`src/hw/cmac_params.svh`:
```
/*
  Constants for the CSMA/CD media access core: frame patterns, CRC, timing and table sizes.
  Assumes a 100 MHz core clock; included by bare name, definitions only.
*/
`ifndef CMAC_PARAMS_SVH
`define CMAC_PARAMS_SVH

`define CMAC_SFD 8'hD5
`define CMAC_PRE_LAST 6'h3F
`define CMAC_PRE_SFD_BIT 6'h3E
`define CMAC_QUAD_LAST 6'h1F
`define CMAC_BYTE_LAST 3'h7
`define CMAC_CRC_INIT 32'hFFFFFFFF
`define CMAC_CRC_POLY 32'hEDB88320
`define CMAC_CRC_RESID 32'hDEBB20E3
`define CMAC_CLK_NS 10
`define CMAC_IFG_NS 9600
`define CMAC_IFG1_NS 6400
`define CMAC_SLOT_NS 51200
`define CMAC_IFG_CYC (`CMAC_IFG_NS / `CMAC_CLK_NS)
`define CMAC_IFG1_CYC (`CMAC_IFG1_NS / `CMAC_CLK_NS)
`define CMAC_SLOT_CYC (`CMAC_SLOT_NS / `CMAC_CLK_NS)
`define CMAC_LAST_ATTEMPT 5'h0F
`define CMAC_BACKOFF_CAP 4'hA
`define CMAC_MIN_FRAME 11'h040
`define CMAC_ADDR_FIRST_DA 11'h000
`define CMAC_ADDR_FIRST_SA 11'h006
`define CMAC_ADDR_LEN 11'h006
`define CMAC_BCAST 48'hFFFFFFFFFFFF
`define CMAC_FILL_BYTE 8'hFF
`define CMAC_TBL_ENTRIES 16
`define CMAC_LFSR_SEED 16'hACE1
`define CMAC_LFSR_TAPS 16'hB400
`define CMAC_NSYNC 11

`endif

```
`src/hw/cmac_pkg.sv`:
```
/*
  Types for the CSMA/CD media access core: transmit and receive sequencer states.
  No assumptions beyond a SystemVerilog tool.
*/
package cmac_pkg;
  typedef enum logic [2:0] {TX_IDLE, TX_DEFER, TX_PRE, TX_DATA, TX_FCS, TX_JAM, TX_BACKOFF} cmac_tx_state_e;
  typedef enum logic [1:0] {RX_IDLE, RX_HUNT, RX_DATA, RX_DISCARD} cmac_rx_state_e;
endpackage : cmac_pkg

```
`src/hw/cmac_core.sv`:
```
/*
  CSMA/CD media access core: transmit framing, deferral and backoff, receive deframing,
  address filtering, frame checks, self-monitoring and word packing toward the receive FIFO.
  Assumes codec pins are asynchronous to core_clk and well below its rate; FIFO side is synchronous.
*/
// Function
// - External codec select high routes serial signals to the external codec pins.
// - Receiver waits for start delimiter 10101011, then assembles octets.
// - Destination address checked against table; only matching frames reach the FIFO.
// - Frame ends when carrier drops; alignment, CRC and runt checks posted.
// - During transmit, looped-back CRC and source address checked; mismatch flags bad.
// - Reception aborts on overrun, mismatch, no buffer, or rejected collision/error.
// - CRC checked over every received frame, including self-received ones.
// - Table holds sixteen loadable entries plus one fixed broadcast entry.
// - Transmit sends seven preamble bytes, start delimiter, data, optional CRC.
// - Collision sends four all-ones jam bytes, after preamble completes if needed.
// - Transmit defers while network busy, then waits 9.6 us gap.
// - Activity in first 6.4 us restarts gap; later activity ignored.
// - Backoff waits r slot times of 51.2 us, r from 0 to 2^min(n,10).
// - Collision on sixteenth attempt abandons frame with excessive collisions status.
// - Serializer shifts bytes out LSB first, one bit per transmit clock.
// - CRC inhibit input suppresses FCS generation for forwarded frames.
// - Every finished transmission, good or aborted, posts transmit status.
// - Width select picks 32 or 16 bit words; 16 bit uses low lines only.
// - Byte order low puts byte 0 in bits 7:0.
// - Byte order high puts byte 0 in the most significant lane.
// - Transmit bit clock comes from the codec at 10 MHz.
`timescale 1ns/10ps
`default_nettype none
`include "cmac_params.svh"

module cmac_core #(
  parameter int SLOT_CYC = `CMAC_SLOT_CYC
) (
  input wire logic core_clk,
  input wire logic rst_b,
  input wire logic external_codec_select,
  input wire logic int_rx_data,
  input wire logic int_rx_clk,
  input wire logic int_carrier_sense_in,
  input wire logic int_collision,
  input wire logic int_transmit_bit_clock,
  input wire logic ext_rx_data,
  input wire logic ext_rx_clk,
  input wire logic ext_carrier_sense_in,
  input wire logic ext_collision,
  input wire logic ext_transmit_bit_clock,
  output logic int_tx_data_q,
  output logic int_tx_en_q,
  output logic ext_tx_data_q,
  output logic ext_tx_en_q,
  input wire logic tx_start,
  input wire logic tx_crc_inhibit,
  input wire logic [7:0] tx_byte,
  input wire logic tx_byte_valid,
  input wire logic tx_last,
  output logic tx_byte_take_q,
  output logic tx_retry_q,
  output logic tx_done_q,
  output logic tx_ok_q,
  output logic tx_excess_coll_q,
  output logic tx_underrun_q,
  output logic [4:0] tx_attempts_q,
  output logic monitored_frame_bad_q,
  input wire logic tbl_wr_en,
  input wire logic [3:0] tbl_wr_idx,
  input wire logic [47:0] tbl_wr_addr,
  input wire logic data_width_select,
  input wire logic byte_order_select,
  input wire logic loopback_transceiver,
  input wire logic reject_on_collision,
  input wire logic reject_on_error,
  input wire logic rx_fifo_overrun,
  input wire logic no_free_buffer,
  output logic [31:0] rx_word_q,
  output logic rx_word_valid_q,
  output logic rx_done_q,
  output logic rx_abort_q,
  output logic rx_crc_err_q,
  output logic rx_align_err_q,
  output logic rx_runt_q
);
  import cmac_pkg::*;

  // Two-stage synchronisers for every codec pin, internal and external alike
  wire [`CMAC_NSYNC-1:0] pin_raw = {external_codec_select, int_rx_data, int_rx_clk, int_carrier_sense_in,
    int_collision, int_transmit_bit_clock, ext_rx_data, ext_rx_clk, ext_carrier_sense_in, ext_collision,
    ext_transmit_bit_clock};
  logic [`CMAC_NSYNC-1:0] s1_q, s2_q;
  genvar gs;
  for (gs = 0; gs < `CMAC_NSYNC; gs++) begin : g_sync
    always_ff @(posedge core_clk or negedge rst_b) begin
      if (!rst_b) begin
        s1_q[gs] <= 1'b0;
        s2_q[gs] <= 1'b0;
      end else begin
        s1_q[gs] <= pin_raw[gs];
        s2_q[gs] <= s1_q[gs];
      end
    end
  end

  wire ext_sel = s2_q[10];
  wire rxd = ext_sel ? s2_q[4] : s2_q[9];
  wire rxc = ext_sel ? s2_q[3] : s2_q[8];
  wire carrier_sense_in = ext_sel ? s2_q[2] : s2_q[7];
  wire col = ext_sel ? s2_q[1] : s2_q[6];
  wire transmit_bit_clock = ext_sel ? s2_q[0] : s2_q[5];
  logic rxc_prev_q, txc_prev_q;
  wire rxc_rise = rxc && !rxc_prev_q;
  wire txc_rise = transmit_bit_clock && !txc_prev_q;
  wire net_busy = carrier_sense_in || col;

  // Transmit sequencer
  cmac_tx_state_e tx_st_q, tx_st_d;
  logic [9:0] ifg_q, ifg_d;
  logic [5:0] cnt_q, cnt_d;
  logic [2:0] btc_q, btc_d;
  logic [7:0] sh_q, sh_d;
  logic [31:0] tcrc_q, tcrc_d;
  logic last_q, last_d, cpend_q, cpend_d, out_q, out_d, on_q, on_d;
  logic [4:0] att_d;
  logic [10:0] r_q, r_d;
  logic [15:0] slot_q, slot_d, lfsr_q;
  logic take_d, retry_d, done_d, ok_d, exc_d, und_d;

  // The nth retry follows the nth collision, so k counts the collision that ends this jam
  wire [4:0] bk_n = tx_attempts_q + 5'h01;
  wire [3:0] bk_k = (bk_n > 5'(`CMAC_BACKOFF_CAP)) ? `CMAC_BACKOFF_CAP : bk_n[3:0];
  wire [10:0] bk_mask = (11'h001 << bk_k) - 11'h001;
  // Extra LFSR bit lets r reach 2^k itself, as the inclusive range asks
  wire [10:0] bk_r = ({1'b0, lfsr_q[9:0]} & bk_mask) + {10'h000, lfsr_q[15]};
  wire [7:0] cur_byte = (btc_q == 3'h0) ? tx_byte : sh_q;
  wire tx_fb = cur_byte[0] ^ tcrc_q[0];
  wire tx_on = (tx_st_q == TX_PRE) || (tx_st_q == TX_DATA) || (tx_st_q == TX_FCS) || (tx_st_q == TX_JAM);

  always_comb begin
    tx_st_d = tx_st_q;
    ifg_d = ifg_q;
    cnt_d = cnt_q;
    btc_d = btc_q;
    sh_d = sh_q;
    tcrc_d = tcrc_q;
    last_d = last_q;
    cpend_d = cpend_q || (tx_st_q == TX_PRE && col);
    out_d = out_q;
    // Enable drops one bit clock after the last bit, so the final bit stands a full period
    on_d = on_q && !(txc_rise && !tx_on);
    att_d = tx_attempts_q;
    r_d = r_q;
    slot_d = slot_q;
    take_d = 1'b0;
    retry_d = 1'b0;
    done_d = 1'b0;
    ok_d = tx_ok_q;
    exc_d = tx_excess_coll_q;
    und_d = tx_underrun_q;
    unique case (tx_st_q)
      TX_IDLE: begin
        if (tx_start) begin
          att_d = 5'h00;
          ifg_d = 10'h000;
          tx_st_d = TX_DEFER;
        end
      end
      TX_DEFER: begin
        if (net_busy && (ifg_q < 10'(`CMAC_IFG1_CYC))) begin
          ifg_d = 10'h000;
        end else if (ifg_q == 10'(`CMAC_IFG_CYC - 1)) begin
          tx_st_d = TX_PRE;
          cnt_d = 6'h00;
          cpend_d = 1'b0;
          tcrc_d = `CMAC_CRC_INIT;
        end else begin
          ifg_d = ifg_q + 10'h001;
        end
      end
      TX_PRE: if (txc_rise) begin
        out_d = (cnt_q >= `CMAC_PRE_SFD_BIT) ? 1'b1 : ~cnt_q[0];
        on_d = 1'b1;
        cnt_d = cnt_q + 6'h01;
        btc_d = 3'h0;
        if (cnt_q == `CMAC_PRE_LAST) begin
          tx_st_d = (cpend_d || col) ? TX_JAM : TX_DATA;
          cnt_d = 6'h00;
        end
      end
      TX_DATA: if (txc_rise) begin
        if (col) begin
          tx_st_d = TX_JAM;
          cnt_d = 6'h01;
          out_d = 1'b1;
        end else if (btc_q == 3'h0 && !tx_byte_valid) begin
          und_d = 1'b1;
          on_d = 1'b0;
          ok_d = 1'b0;
          exc_d = 1'b0;
          done_d = 1'b1;
          tx_st_d = TX_IDLE;
        end else begin
          out_d = cur_byte[0];
          sh_d = {1'b0, cur_byte[7:1]};
          tcrc_d = {1'b0, tcrc_q[31:1]} ^ (tx_fb ? `CMAC_CRC_POLY : 32'h00000000);
          btc_d = btc_q + 3'h1;
          if (btc_q == 3'h0) begin
            take_d = 1'b1;
            last_d = tx_last;
          end
          if (btc_q == `CMAC_BYTE_LAST && last_q) begin
            cnt_d = 6'h00;
            if (tx_crc_inhibit) begin
              tx_st_d = TX_IDLE;
              done_d = 1'b1;
              ok_d = 1'b1;
              exc_d = 1'b0;
              und_d = 1'b0;
            end else begin
              tx_st_d = TX_FCS;
            end
          end
        end
      end
      TX_FCS: if (txc_rise) begin
        if (col) begin
          tx_st_d = TX_JAM;
          cnt_d = 6'h01;
          out_d = 1'b1;
        end else begin
          out_d = ~tcrc_q[0];
          tcrc_d = {1'b1, tcrc_q[31:1]};
          cnt_d = cnt_q + 6'h01;
          if (cnt_q == `CMAC_QUAD_LAST) begin
            tx_st_d = TX_IDLE;
            done_d = 1'b1;
            ok_d = 1'b1;
            exc_d = 1'b0;
            und_d = 1'b0;
          end
        end
      end
      TX_JAM: if (txc_rise) begin
        out_d = 1'b1;
        cnt_d = cnt_q + 6'h01;
        if (cnt_q == `CMAC_QUAD_LAST) begin
          att_d = tx_attempts_q + 5'h01;
          if (tx_attempts_q == `CMAC_LAST_ATTEMPT) begin
            tx_st_d = TX_IDLE;
            done_d = 1'b1;
            ok_d = 1'b0;
            exc_d = 1'b1;
            und_d = 1'b0;
          end else begin
            tx_st_d = TX_BACKOFF;
            r_d = bk_r;
            slot_d = 16'h0000;
          end
        end
      end
      TX_BACKOFF: begin
        // Retry waits until the last jam bit has left, so the gap never overlaps it
        if (r_q == 11'h000) begin
          if (!on_q) begin
            tx_st_d = TX_DEFER;
            ifg_d = 10'h000;
            retry_d = 1'b1;
          end
        end else if (slot_q == 16'(SLOT_CYC - 1)) begin
          slot_d = 16'h0000;
          r_d = r_q - 11'h001;
        end else begin
          slot_d = slot_q + 16'h0001;
        end
      end
    endcase
  end

  always_ff @(posedge core_clk or negedge rst_b) begin
    if (!rst_b) begin
      tx_st_q <= TX_IDLE;
      {ifg_q, cnt_q, btc_q, sh_q, last_q, cpend_q, out_q, on_q, r_q, slot_q} <= '0;
      tcrc_q <= `CMAC_CRC_INIT;
      lfsr_q <= `CMAC_LFSR_SEED;
      {tx_attempts_q, tx_byte_take_q, tx_retry_q, tx_done_q, tx_ok_q, tx_excess_coll_q, tx_underrun_q} <= '0;
      {rxc_prev_q, txc_prev_q, int_tx_data_q, int_tx_en_q, ext_tx_data_q, ext_tx_en_q} <= '0;
    end else begin
      tx_st_q <= tx_st_d;
      {ifg_q, cnt_q, btc_q, sh_q, last_q, cpend_q, out_q, on_q, r_q, slot_q} <=
        {ifg_d, cnt_d, btc_d, sh_d, last_d, cpend_d, out_d, on_d, r_d, slot_d};
      tcrc_q <= tcrc_d;
      lfsr_q <= {1'b0, lfsr_q[15:1]} ^ (lfsr_q[0] ? `CMAC_LFSR_TAPS : 16'h0000);
      {tx_attempts_q, tx_byte_take_q, tx_retry_q, tx_done_q, tx_ok_q, tx_excess_coll_q, tx_underrun_q} <=
        {att_d, take_d, retry_d, done_d, ok_d, exc_d, und_d};
      rxc_prev_q <= rxc;
      txc_prev_q <= transmit_bit_clock;
      int_tx_data_q <= out_d && on_d && !ext_sel;
      int_tx_en_q <= on_d && !ext_sel;
      ext_tx_data_q <= out_d && on_d && ext_sel;
      ext_tx_en_q <= on_d && ext_sel;
    end
  end

  // Receive sequencer; self-reception is any frame whose carrier rises while transmitting
  cmac_rx_state_e rx_st_q, rx_st_d;
  logic [7:0] rsr_q, rsr_d, rbyte_q, rbyte_d;
  logic [2:0] rbc_q, rbc_d;
  logic [31:0] rcrc_q, rcrc_d;
  logic [10:0] nby_q, nby_d;
  logic [47:0] addr_q, addr_d;
  logic self_q, self_d, stb_q, stb_d, abrt_q, abrt_d, mok_q, mok_d, cmp_req_d, cmp_req_q;
  logic fin_d, crc_e_d, aln_e_d, runt_d, mfb_d;
  logic hit_q, hit_valid_q;

  wire [7:0] rsr_next = {rxd, rsr_q[7:1]};
  wire [10:0] addr_first = self_q ? `CMAC_ADDR_FIRST_SA : `CMAC_ADDR_FIRST_DA;
  wire in_addr = (nby_q >= addr_first) && (nby_q < addr_first + `CMAC_ADDR_LEN);
  wire addr_done = stb_q && (nby_q == addr_first + `CMAC_ADDR_LEN - 11'h001);
  wire crc_bad = (rcrc_q != `CMAC_CRC_RESID);
  wire store_ok = mok_q && (!self_q || loopback_transceiver);
  wire store_stb = stb_q && store_ok && (nby_q >= `CMAC_ADDR_LEN) && (rx_st_q == RX_DATA);
  wire hard_abort = rx_fifo_overrun || no_free_buffer || (reject_on_collision && col) ||
    (hit_valid_q && !hit_q && !self_q);

  always_comb begin
    rx_st_d = rx_st_q;
    rsr_d = rsr_q;
    rbyte_d = rbyte_q;
    rbc_d = rbc_q;
    rcrc_d = rcrc_q;
    nby_d = stb_q ? nby_q + 11'h001 : nby_q;
    addr_d = (stb_q && in_addr) ? {rbyte_q, addr_q[47:8]} : addr_q;
    self_d = self_q;
    stb_d = 1'b0;
    abrt_d = abrt_q;
    mok_d = mok_q || (hit_valid_q && hit_q);
    cmp_req_d = addr_done;
    fin_d = 1'b0;
    crc_e_d = crc_bad;
    aln_e_d = (rbc_q != 3'h0);
    runt_d = (nby_q < `CMAC_MIN_FRAME);
    mfb_d = monitored_frame_bad_q;
    unique case (rx_st_q)
      RX_IDLE: if (carrier_sense_in) begin
        rx_st_d = RX_HUNT;
        rsr_d = 8'h00;
        self_d = tx_on || on_q;
      end
      RX_HUNT: begin
        if (!carrier_sense_in) begin
          rx_st_d = RX_IDLE;
        end else if (rxc_rise) begin
          rsr_d = rsr_next;
          if (rsr_next == `CMAC_SFD) begin
            rx_st_d = RX_DATA;
            rbc_d = 3'h0;
            nby_d = 11'h000;
            rcrc_d = `CMAC_CRC_INIT;
            abrt_d = 1'b0;
            mok_d = 1'b0;
          end
        end
      end
      RX_DATA, RX_DISCARD: begin
        if (rxc_rise) begin
          rsr_d = rsr_next;
          rcrc_d = {1'b0, rcrc_q[31:1]} ^ ((rxd ^ rcrc_q[0]) ? `CMAC_CRC_POLY : 32'h00000000);
          rbc_d = rbc_q + 3'h1;
          if (rbc_q == `CMAC_BYTE_LAST) begin
            stb_d = 1'b1;
            rbyte_d = rsr_next;
          end
        end
        if (rx_st_q == RX_DATA && hard_abort) begin
          rx_st_d = RX_DISCARD;
          abrt_d = 1'b1;
        end
        if (!carrier_sense_in) begin
          rx_st_d = RX_IDLE;
          fin_d = 1'b1;
          if (self_q) begin
            mfb_d = crc_bad || !mok_q;
          end
        end
      end
    endcase
  end

  logic [31:0] word_q, word_d, fill_word;
  logic [1:0] lane_cnt_q;
  wire [1:0] lane_top = data_width_select ? 2'h3 : 2'h1;
  wire [1:0] lane_sel = byte_order_select ? (lane_top - lane_cnt_q) : lane_cnt_q;
  wire word_full = store_stb && (lane_cnt_q == lane_top);
  wire word_tail = fin_d && (lane_cnt_q != 2'h0) && !abrt_q;
  // Unused upper half stays zero in 16-bit mode; partial words are padded with fill bytes
  assign fill_word = data_width_select ? {4{`CMAC_FILL_BYTE}} : {16'h0000, {2{`CMAC_FILL_BYTE}}};
  genvar gl;
  for (gl = 0; gl < 4; gl++) begin : g_lane
    assign word_d[gl*8 +: 8] = (store_stb && lane_sel == 2'(gl)) ? rbyte_q : word_q[gl*8 +: 8];
  end
  wire rej_err = reject_on_error && (crc_e_d || aln_e_d) && !self_q;

  always_ff @(posedge core_clk or negedge rst_b) begin
    if (!rst_b) begin
      rx_st_q <= RX_IDLE;
      {rsr_q, rbyte_q, rbc_q, nby_q, addr_q, self_q, stb_q, abrt_q, mok_q, cmp_req_q} <= '0;
      rcrc_q <= `CMAC_CRC_INIT;
      {rx_done_q, rx_abort_q, rx_crc_err_q, rx_align_err_q, rx_runt_q, monitored_frame_bad_q} <= '0;
      {word_q, lane_cnt_q, rx_word_q, rx_word_valid_q} <= '0;
    end else begin
      rx_st_q <= rx_st_d;
      {rsr_q, rbyte_q, rbc_q, nby_q, addr_q, self_q, stb_q, abrt_q, mok_q, cmp_req_q} <=
        {rsr_d, rbyte_d, rbc_d, nby_d, addr_d, self_d, stb_d, abrt_d, mok_d, cmp_req_d};
      rcrc_q <= rcrc_d;
      monitored_frame_bad_q <= mfb_d;
      rx_done_q <= fin_d && !self_q;
      if (fin_d && !self_q) begin
        rx_abort_q <= abrt_q || rej_err;
        rx_crc_err_q <= crc_e_d;
        rx_align_err_q <= aln_e_d;
        rx_runt_q <= runt_d;
      end
      rx_word_valid_q <= word_full || word_tail;
      if (word_full || word_tail) begin
        rx_word_q <= word_d;
      end
      word_q <= (word_full || fin_d || rx_st_q == RX_HUNT) ? fill_word : word_d;
      lane_cnt_q <= (word_full || fin_d || rx_st_q == RX_HUNT) ? 2'h0 : (store_stb ? lane_cnt_q + 2'h1 : lane_cnt_q);
    end
  end

  cmac_addr_table u_tbl (
    .core_clk(core_clk),
    .rst_b(rst_b),
    .wr_en(tbl_wr_en),
    .wr_idx(tbl_wr_idx),
    .wr_addr(tbl_wr_addr),
    .cmp_req(cmp_req_q),
    .cmp_addr(addr_q),
    .hit_q(hit_q),
    .hit_valid_q(hit_valid_q)
  );
endmodule : cmac_core
`default_nettype wire

```
`src/hw/cmac_addr_table.sv`:
```
/*
  Address filter table: sixteen loadable entries plus a fixed broadcast entry, compared in parallel.
  Assumes writes and compare requests come from the core clock domain.
*/
`timescale 1ns/10ps
`default_nettype none
`include "cmac_params.svh"

module cmac_addr_table (
  input wire logic core_clk,
  input wire logic rst_b,
  input wire logic wr_en,
  input wire logic [3:0] wr_idx,
  input wire logic [47:0] wr_addr,
  input wire logic cmp_req,
  input wire logic [47:0] cmp_addr,
  output logic hit_q,
  output logic hit_valid_q
);
  logic [47:0] ent_q [`CMAC_TBL_ENTRIES];
  logic [`CMAC_TBL_ENTRIES-1:0] used_q;
  logic [`CMAC_TBL_ENTRIES-1:0] ent_hit;
  wire bcast_hit = (cmp_addr == `CMAC_BCAST);

  // Unwritten entries never match, so a zero address is not accepted by accident
  genvar gi;
  for (gi = 0; gi < `CMAC_TBL_ENTRIES; gi++) begin : g_ent
    assign ent_hit[gi] = used_q[gi] && (ent_q[gi] == cmp_addr);
    always_ff @(posedge core_clk or negedge rst_b) begin
      if (!rst_b) begin
        ent_q[gi] <= 48'h000000000000;
        used_q[gi] <= 1'b0;
      end else if (wr_en && (wr_idx == 4'(gi))) begin
        ent_q[gi] <= wr_addr;
        used_q[gi] <= 1'b1;
      end
    end
  end

  always_ff @(posedge core_clk or negedge rst_b) begin
    if (!rst_b) begin
      hit_q <= 1'b0;
      hit_valid_q <= 1'b0;
    end else begin
      hit_valid_q <= cmp_req;
      if (cmp_req) begin
        hit_q <= bcast_hit || (|ent_hit);
      end
    end
  end
endmodule : cmac_addr_table
`default_nettype wire

```
`config.mk`:
```
export PLATFORM = sky130hd
export DESIGN_NAME = cmac_core
export DESIGN_NICKNAME = d
export VERILOG_FILES = /design/src/hw/cmac_pkg.sv /design/src/hw/cmac_core.sv /design/src/hw/cmac_addr_table.sv
export VERILOG_INCLUDE_DIRS = /design/src /design/src/hw
export SDC_FILE = /design/constraint.sdc
export NUM_CORES = 2
export LEC_CHECK = 0
export BUFFER_PORTS_ARGS = -buffer_cell sky130_fd_sc_hd__buf_4
export CORE_MARGIN = 2
export CORE_UTILIZATION = 55
export CTS_CLUSTER_DIAMETER = 30
export DETAILED_ROUTE_END_ITERATION = 8
export PLACE_DENSITY = 0.81
export SYNTH_ARGS = -nofsm -noshare
export SYNTH_HDL_FRONTEND = slang
export SYNTH_HIERARCHICAL = 1
export SYNTH_SLANG_ARGS = --single-unit
```
`constraint.sdc`:
```
create_clock -name core_clk -period 3.3 [get_ports core_clk]
set_input_delay 0 -clock core_clk [delete_from_list [all_inputs] [get_ports core_clk]]
set_output_delay 0 -clock core_clk [all_outputs]
set_load 0.005 [all_outputs]
```
# Word level (Yosys, flattened, before mapping)
# Index checks and enable logic that the tools add are counted.
[word_totals]
out_inout_bits = 54
regBits = 1123
input_bits = 85
elab_cells = 553
[op_classes]
muxes = 193
shifts = 1
n_bitwise = 11
n_addsub = 14
order_cmp = 7
reduce_logical = 133
n_eq_ne = 90
[ops]
columns = ["cell", "n"]
rows = [
  ["$eq A48 B48 Y1", 16],
  ["$mux W32", 15],
  ["$mux W11", 10],
  ["$mux W16", 6],
  ["$pmux W32 S3", 1],
  ["$mux W3", 28],
  ["$mux W1", 77],
  ["$logic_and A1 B1 Y1", 67],
  ["$mux W6", 11],
  ["$mux W8", 8],
  ["$pmux W32 S2", 1],
  ["$xor A31 B32 Y32", 2],
  ["$mux W10", 5],
  ["$eq A48 B48 Y1 const B", 1],
  ["$ne A2 B2 Y1 const B", 21],
  ["$eq A4 B4 Y1 const B", 8],
  ["$ne A32 B32 Y1 const B", 1],
  ["$pmux W16 S2", 1],
  ["$pmux W10 S3", 1],
  ["$pmux W6 S5", 1],
  ["$reduce_and A5 Y1", 6],
  ["$pmux W8 S3", 1],
  ["$pmux W11 S2", 1],
  ["$sub A11 B1 Y11 const B", 2],
  ["other kinds (73)", 158],
]

# Logic depth before layout (Yosys ltp)
[logic_depth]
word_depth = 14
ltp_mapped = 14
depth_no_buf = 12

# By module
# Netlist, hierarchy kept.
[by_module_without_submodules]
columns = ["module", "area_each_um2", "seq_area_each_um2", "cells_each", "instances"]
rows = [
  ["cmac_addr_table", 38102.8, 19668.9, 2954, 1],
  ["cmac_core", 15183.3, 8498.2, 1391, 1],
]

# Worst setup path before layout
# Ideal clock, no wire load.
[synth_path]
path_kind = "reg2reg"
start = "register tx_attempts_q[0]"
end = "register r_q[6]"
stages_incl_launch_ff = 15
path_slack_ns = 0.056
n_path_buf = 2
synth_period_minus_slack_ns = 3.244
setup_ns = 0.085
arrival_time_ns = 3.159
required_time_ns = 3.215
path_cell_list = "dfrtp_1 ha_1 buf_2 and3_1 ha_1 clkbuf_1 nand4_1 ha_1 nor2b_1 ha_1 nand4_1 a21oi_1 o2111ai_1 xor2_1 o21ai_0"
[synth_via]
elab_chain_cells = 11
elab_cells_between_ends = 14
cone_classes = "3 x add/sub; 1 x order compare; 2 x eq/ne; 1 x shift; 5 x mux; 1 x bitwise; 1 x reduce/logical"
[synth_rtl]
columns = ["item", "line", "source"]
rows = [
  ["from (decl)", "cmac_core.sv:63", "output logic [4:0] tx_attempts_q,"],
  ["from (signal assigned)", "cmac_core.sv:291", "{tx_attempts_q, tx_byte_take_q, tx_retry_q, tx_done_q, tx_ok_q, tx_excess_coll_q, tx_underrun_q} <="],
  ["$add A5 B1 Y5", "cmac_core.sv:128", "wire [4:0] bk_n = tx_attempts_q + 5'h01;"],
  ["$gt A5 B4 Y1", "cmac_core.sv:129", "wire [3:0] bk_k = (bk_n > 5'(`CMAC_BACKOFF_CAP)) ? `CMAC_BACKOFF_CAP : bk_n[3:0];"],
  ["$mux W4", "cmac_core.sv:129", ""],
  ["$shl A1 B4 Y11", "cmac_core.sv:130", "wire [10:0] bk_mask = (11'h001 << bk_k) - 11'h001;"],
  ["$sub A11 B1 Y11", "cmac_core.sv:130", ""],
  ["$and A10 B11 Y11", "cmac_core.sv:132", "wire [10:0] bk_r = ({1'b0, lfsr_q[9:0]} & bk_mask) + {10'h000, lfsr_q[15]};"],
  ["$add A11 B1 Y11", "cmac_core.sv:132", ""],
  ["$mux W11", "cmac_core.sv:246", "if (tx_attempts_q == `CMAC_LAST_ATTEMPT) begin"],
  ["$mux W11", "cmac_core.sv:244", "if (cnt_q == `CMAC_QUAD_LAST) begin"],
  ["$mux W11", "cmac_core.sv:241", "TX_JAM: if (txc_rise) begin"],
  ["$pmux W11 S2", "cmac_core.sv:158", "unique case (tx_st_q)"],
  ["to (signal assigned)", "cmac_core.sv:287", "{ifg_q, cnt_q, btc_q, sh_q, last_q, cpend_q, out_q, on_q, r_q, slot_q} <="],
  ["to (decl)", "cmac_core.sv:123", "logic [10:0] r_q, r_d;"],
]
# Parallel ways exist; a longest one is shown, timed or not. The select of a mux whose other input is x is not followed.
# A chain may end at the register's enable or synchronous reset.

# Worst setup path after layout
[layout_path]
start = "register addr_q[11]"
end = "register u_tbl.hit_q"
[layout_via]
elab_chain_cells = 4
elab_cells_between_ends = 35
cone_classes = "17 x eq/ne; 18 x reduce/logical"
[layout_rtl]
columns = ["item", "line", "source"]
rows = [
  ["from (decl)", "cmac_core.sv:308", "logic [47:0] addr_q, addr_d;"],
  ["from (signal assigned)", "cmac_core.sv:410", "{rsr_q, rbyte_q, rbc_q, nby_q, addr_q, self_q, stb_q, abrt_q, mok_q, cmp_req_q} <="],
  ["$eq A48 B48 Y1", "cmac_addr_table.sv:28", "assign ent_hit[gi] = used_q[gi] && (ent_q[gi] == cmp_addr);"],
  ["$logic_and A1 B1 Y1", "cmac_addr_table.sv:28", ""],
  ["$reduce_or A16 Y1", "cmac_addr_table.sv:47", "hit_q <= bcast_hit || (|ent_hit);"],
  ["$logic_or A1 B1 Y1 (*)", "cmac_addr_table.sv:47", ""],
  ["to (signal assigned)", "cmac_addr_table.sv:47", ""],
  ["to (decl)", "cmac_addr_table.sv:17", "output logic hit_q,"],
]
# Every way passes the cells marked *; elsewhere a longest branch is shown, timed or not.

==> qor.yml <==
cts_buffer_depth: 3
synth-compound-area-share_pct: 4.92
placed_cell_area_sq_mm: 0.0565
synth_commonest_cells: "1050 x dfrtp_1, 795 x mux2_2, 395 x xnor2_1, 347 x xor2_1, 168 x nand2_1"
ant_nets: 0
yosysWarnings: 6
synth-xor-area-share_pct: 12.2
worst_pin_slew_ns: 1.26
avgSynthCellArea_sq_um: 12.3
fin_crit_ns: 3.37
netlist_area_sq_mm: 0.0533
failed_checks: "negative setup slack"
grt_max_degree: 132
irDropWorstVdd_v: 0.000649
finalSetupTns_ns: -0.0738
numCtsBuffers: 207
synth_top_family_by_area: "multiplexers"
fmax_ghz: 0.296
min-delay-path-class: "in -> reg"
cap_violations: 0
synth_top_area_share_pct: 49.3
leakagePower_nw: 28.8
start_kind: "flop"
drt-total-wl_um: 182000
synth.yosys.seq_area_share_pct: 52.9
io_pins: 139
async_flop_share_pct: 100
synth_cell_types: 90
place_inst: 5649
wl_per_cell_um: 29.6
rsz0062_at_grt: "no"
cts_tree: "yes"
setup_ws_ns: -0.0738
synth.area.top_cells: "dfrtp_1 49%, mux2_2 17%, xnor2_1 6.5%"
grt_usage_pct: 36.6
dieArea_sq_mm: 0.0994
outcome: "complete, but fails checks"
ys.flop_type: "dfrtp_1"
power_mw: 47.9
synth-seq-cells: 1122
final_cell_area_sq_mm: 0.0649
relSlewSlack_pct: 15.7
drive_gt1_share_pct: 33.2
drt_iter0_markers: 5009
routed_via_density: 6.42
vias: 39500
cellPowerDensity_mw_per_mm2: 739
die_y_um: 315
synthMostInstantiatedCell: "dfrtp_1"
period_share_pct: 102
grt_overflow: 0
drcViolationCount: 0
die-width_um: 315
clock_latency_ns: 0.80
synthMuxAreaShare_pct: 18.4
h-tree-depth: 4
yosys.area_share.adder_pct: 0.517
synth_cells: 4345
place_ws_ns: 0.327
grt_pass1_vias: 40500
grt_pass1_wl_um: 266000
cp-end-kind: "flop"
clk_pin_slew_ns: 0.05
worstPathArrival_ns: 4.08
multiInputGateArea_sq_mm: 0.0236
areaGrowthSynthToFinish_pct: 21.7
path_max_fanout: 9
postLayoutCoreUtil_pct: 67.3
fin_nets: 4788
required_ns: 4.01
report.final.slew_viol_count: 0
hold_violations: 0
gp_congestion: 0.964
dr.pass1.iters: 8
synth-edff-count: 0
start_util_pct: 55.3
antenna_found_initial: 12
fillers: 6427
post_cts_buffers: 0
yosys.area_share.simple_pct: 8.02
yosys.area.top_type: "dfrtp_1"
synth_fp_nets: 4452
path_class: "reg -> reg"
fin_cells: 6145
setup_viol: 1
core_sq_mm: 0.0964
floorplan.rows: 114
skew_ns: 0.0530
cts_root_buffer: "clkbuf_16"
worst_hold_slack_ns: 0.0308
portBuffers: 138
clock_sinks: 1122
place_hpwl_um: 108000
seq_area_sq_mm: 0.0282
-- flip-flops by register name, indices dropped and copies added, names as in the netlist, 5 cells and up --
register and cells:
nby_q 11, cnt_q 6, u_tbl/ent_q 768, s1_q 11, word_q 32, tx_attempts_q 5, r_q 11, rsr_q 7
s2_q 10, rcrc_q 32, slot_q 16, addr_q 48, rx_word_q 32, tcrc_q 32, lfsr_q 16, u_tbl/used_q 16
ifg_q 10, sh_q 7, rbyte_q 8
-- worst paths after layout --
kind | from | slack [ns] | endpoint | cells past startpoint
worst min register to register | s1_q[3]$_DFF_PN0_ | 0.35 | s2_q[3]$_DFF_PN0_ | 0
max in group asynchronous | rst_b | 1.90 | rx_word_q[31]$_DFFE_PN0P_ | 5
worst min-delay path | tx_byte[2] | 0.03 | sh_q[1]$_DFFE_PN0P_ | 4
worst max-delay path | addr_q[11]$_DFFE_PN0P_ | -0.07 | u_tbl/hit_q$_DFFE_PN0P_ | 8
worst max register to register | addr_q[11]$_DFFE_PN0P_ | -0.07 | u_tbl/hit_q$_DFFE_PN0P_ | 8
min in group asynchronous | rst_b | 0.48 | lfsr_q[6]$_DFF_PN1_ | 3
-- worst max-delay path, stage by stage, from the launching register on --
cell	delay [ns]
dfrtp_1	0.87
buf_4	0.34
xnor2_1	0.17
nand4_1	0.42
nor4_1	0.88
nand4_1	0.16
o22ai_1	0.22
nor4_1	0.09
a31oi_1	0.14
-- where the power goes --
group	switching, mW	total (mW)	internal (mW)
Clock	7.58	21.8	14.3
Sequential	2.02	18.6	16.6
Combinational	3.76	7.50	3.74
Total	13.4	47.9	34.6
-- routing by layer --
metal | track usage, % | wire length, um | vias up
li1 | - | - | 16000
met1 | 45.9 | 65900 | 20000
met2 | 54.4 | 80100 | 2726
met3 | 12.0 | 22300 | 794
met4 | 24.2 | 13500 | 8
met5 | 0 | 62 | -
-- logic make-up (layout without fill, tap and decap cells) --
| family | after synthesis | count (layout) |
|---|---|---|
| flops | 1122 | 1122 |
| mux | 877 | 877 |
| simple gates | 796 | 796 |
| xor+xnor | 742 | 742 |
| compound gates | 407 | 407 |
| buf+inv | 379 | 889 |
| fa+ha+maj | 22 | 22 |
| other cells | 0 | 14 |
-- placed cells by master (no fill, tap or decap), types with 21 or more instances in the layout --
cell type,instances
dfrtp_1,1049
mux2_2,795
xnor2_1,395
xor2_1,347
buf_4,294
clkbuf_16,214
nand2_1,167
nor2_1,141
nand4_1,139
o21ai_0,139
nor4_1,108
dlygate4sd3_1,98
a21oi_1,77
inv_1,76
dfstp_2,72
mux2i_1,61
nand3_1,44
buf_12,35
clkinv_2,33
clkbuf_8,30
nand2b_1,28
nor3_1,28
o22a_1,28
clkinvlp_4,23
ha_1,22
bufinv_16,22
o22ai_1,21
clkbuf_1,21
-- final cells by class --
type,count,share of cell area [%]
inverter,78,0.451
timing repair buffer,428,6.02
clock buffer,265,9.02
sequential,1122,43.4
clock inverter,118,2.21
antenna,14,0.0540
tap,1276,2.46
multi-input combinational,2844,36.4
-- repair_timing --
| item | CTS | global route |
|---|---|---|
| setup endpoints to repair | 0 | 1 |
| resized for setup | 0 | 1 |
| hold endpoints to repair | 1822 | 0 |
| hold buffers | 99 | 0 |
No activity file was read; power rests on OpenSTA's default activity.
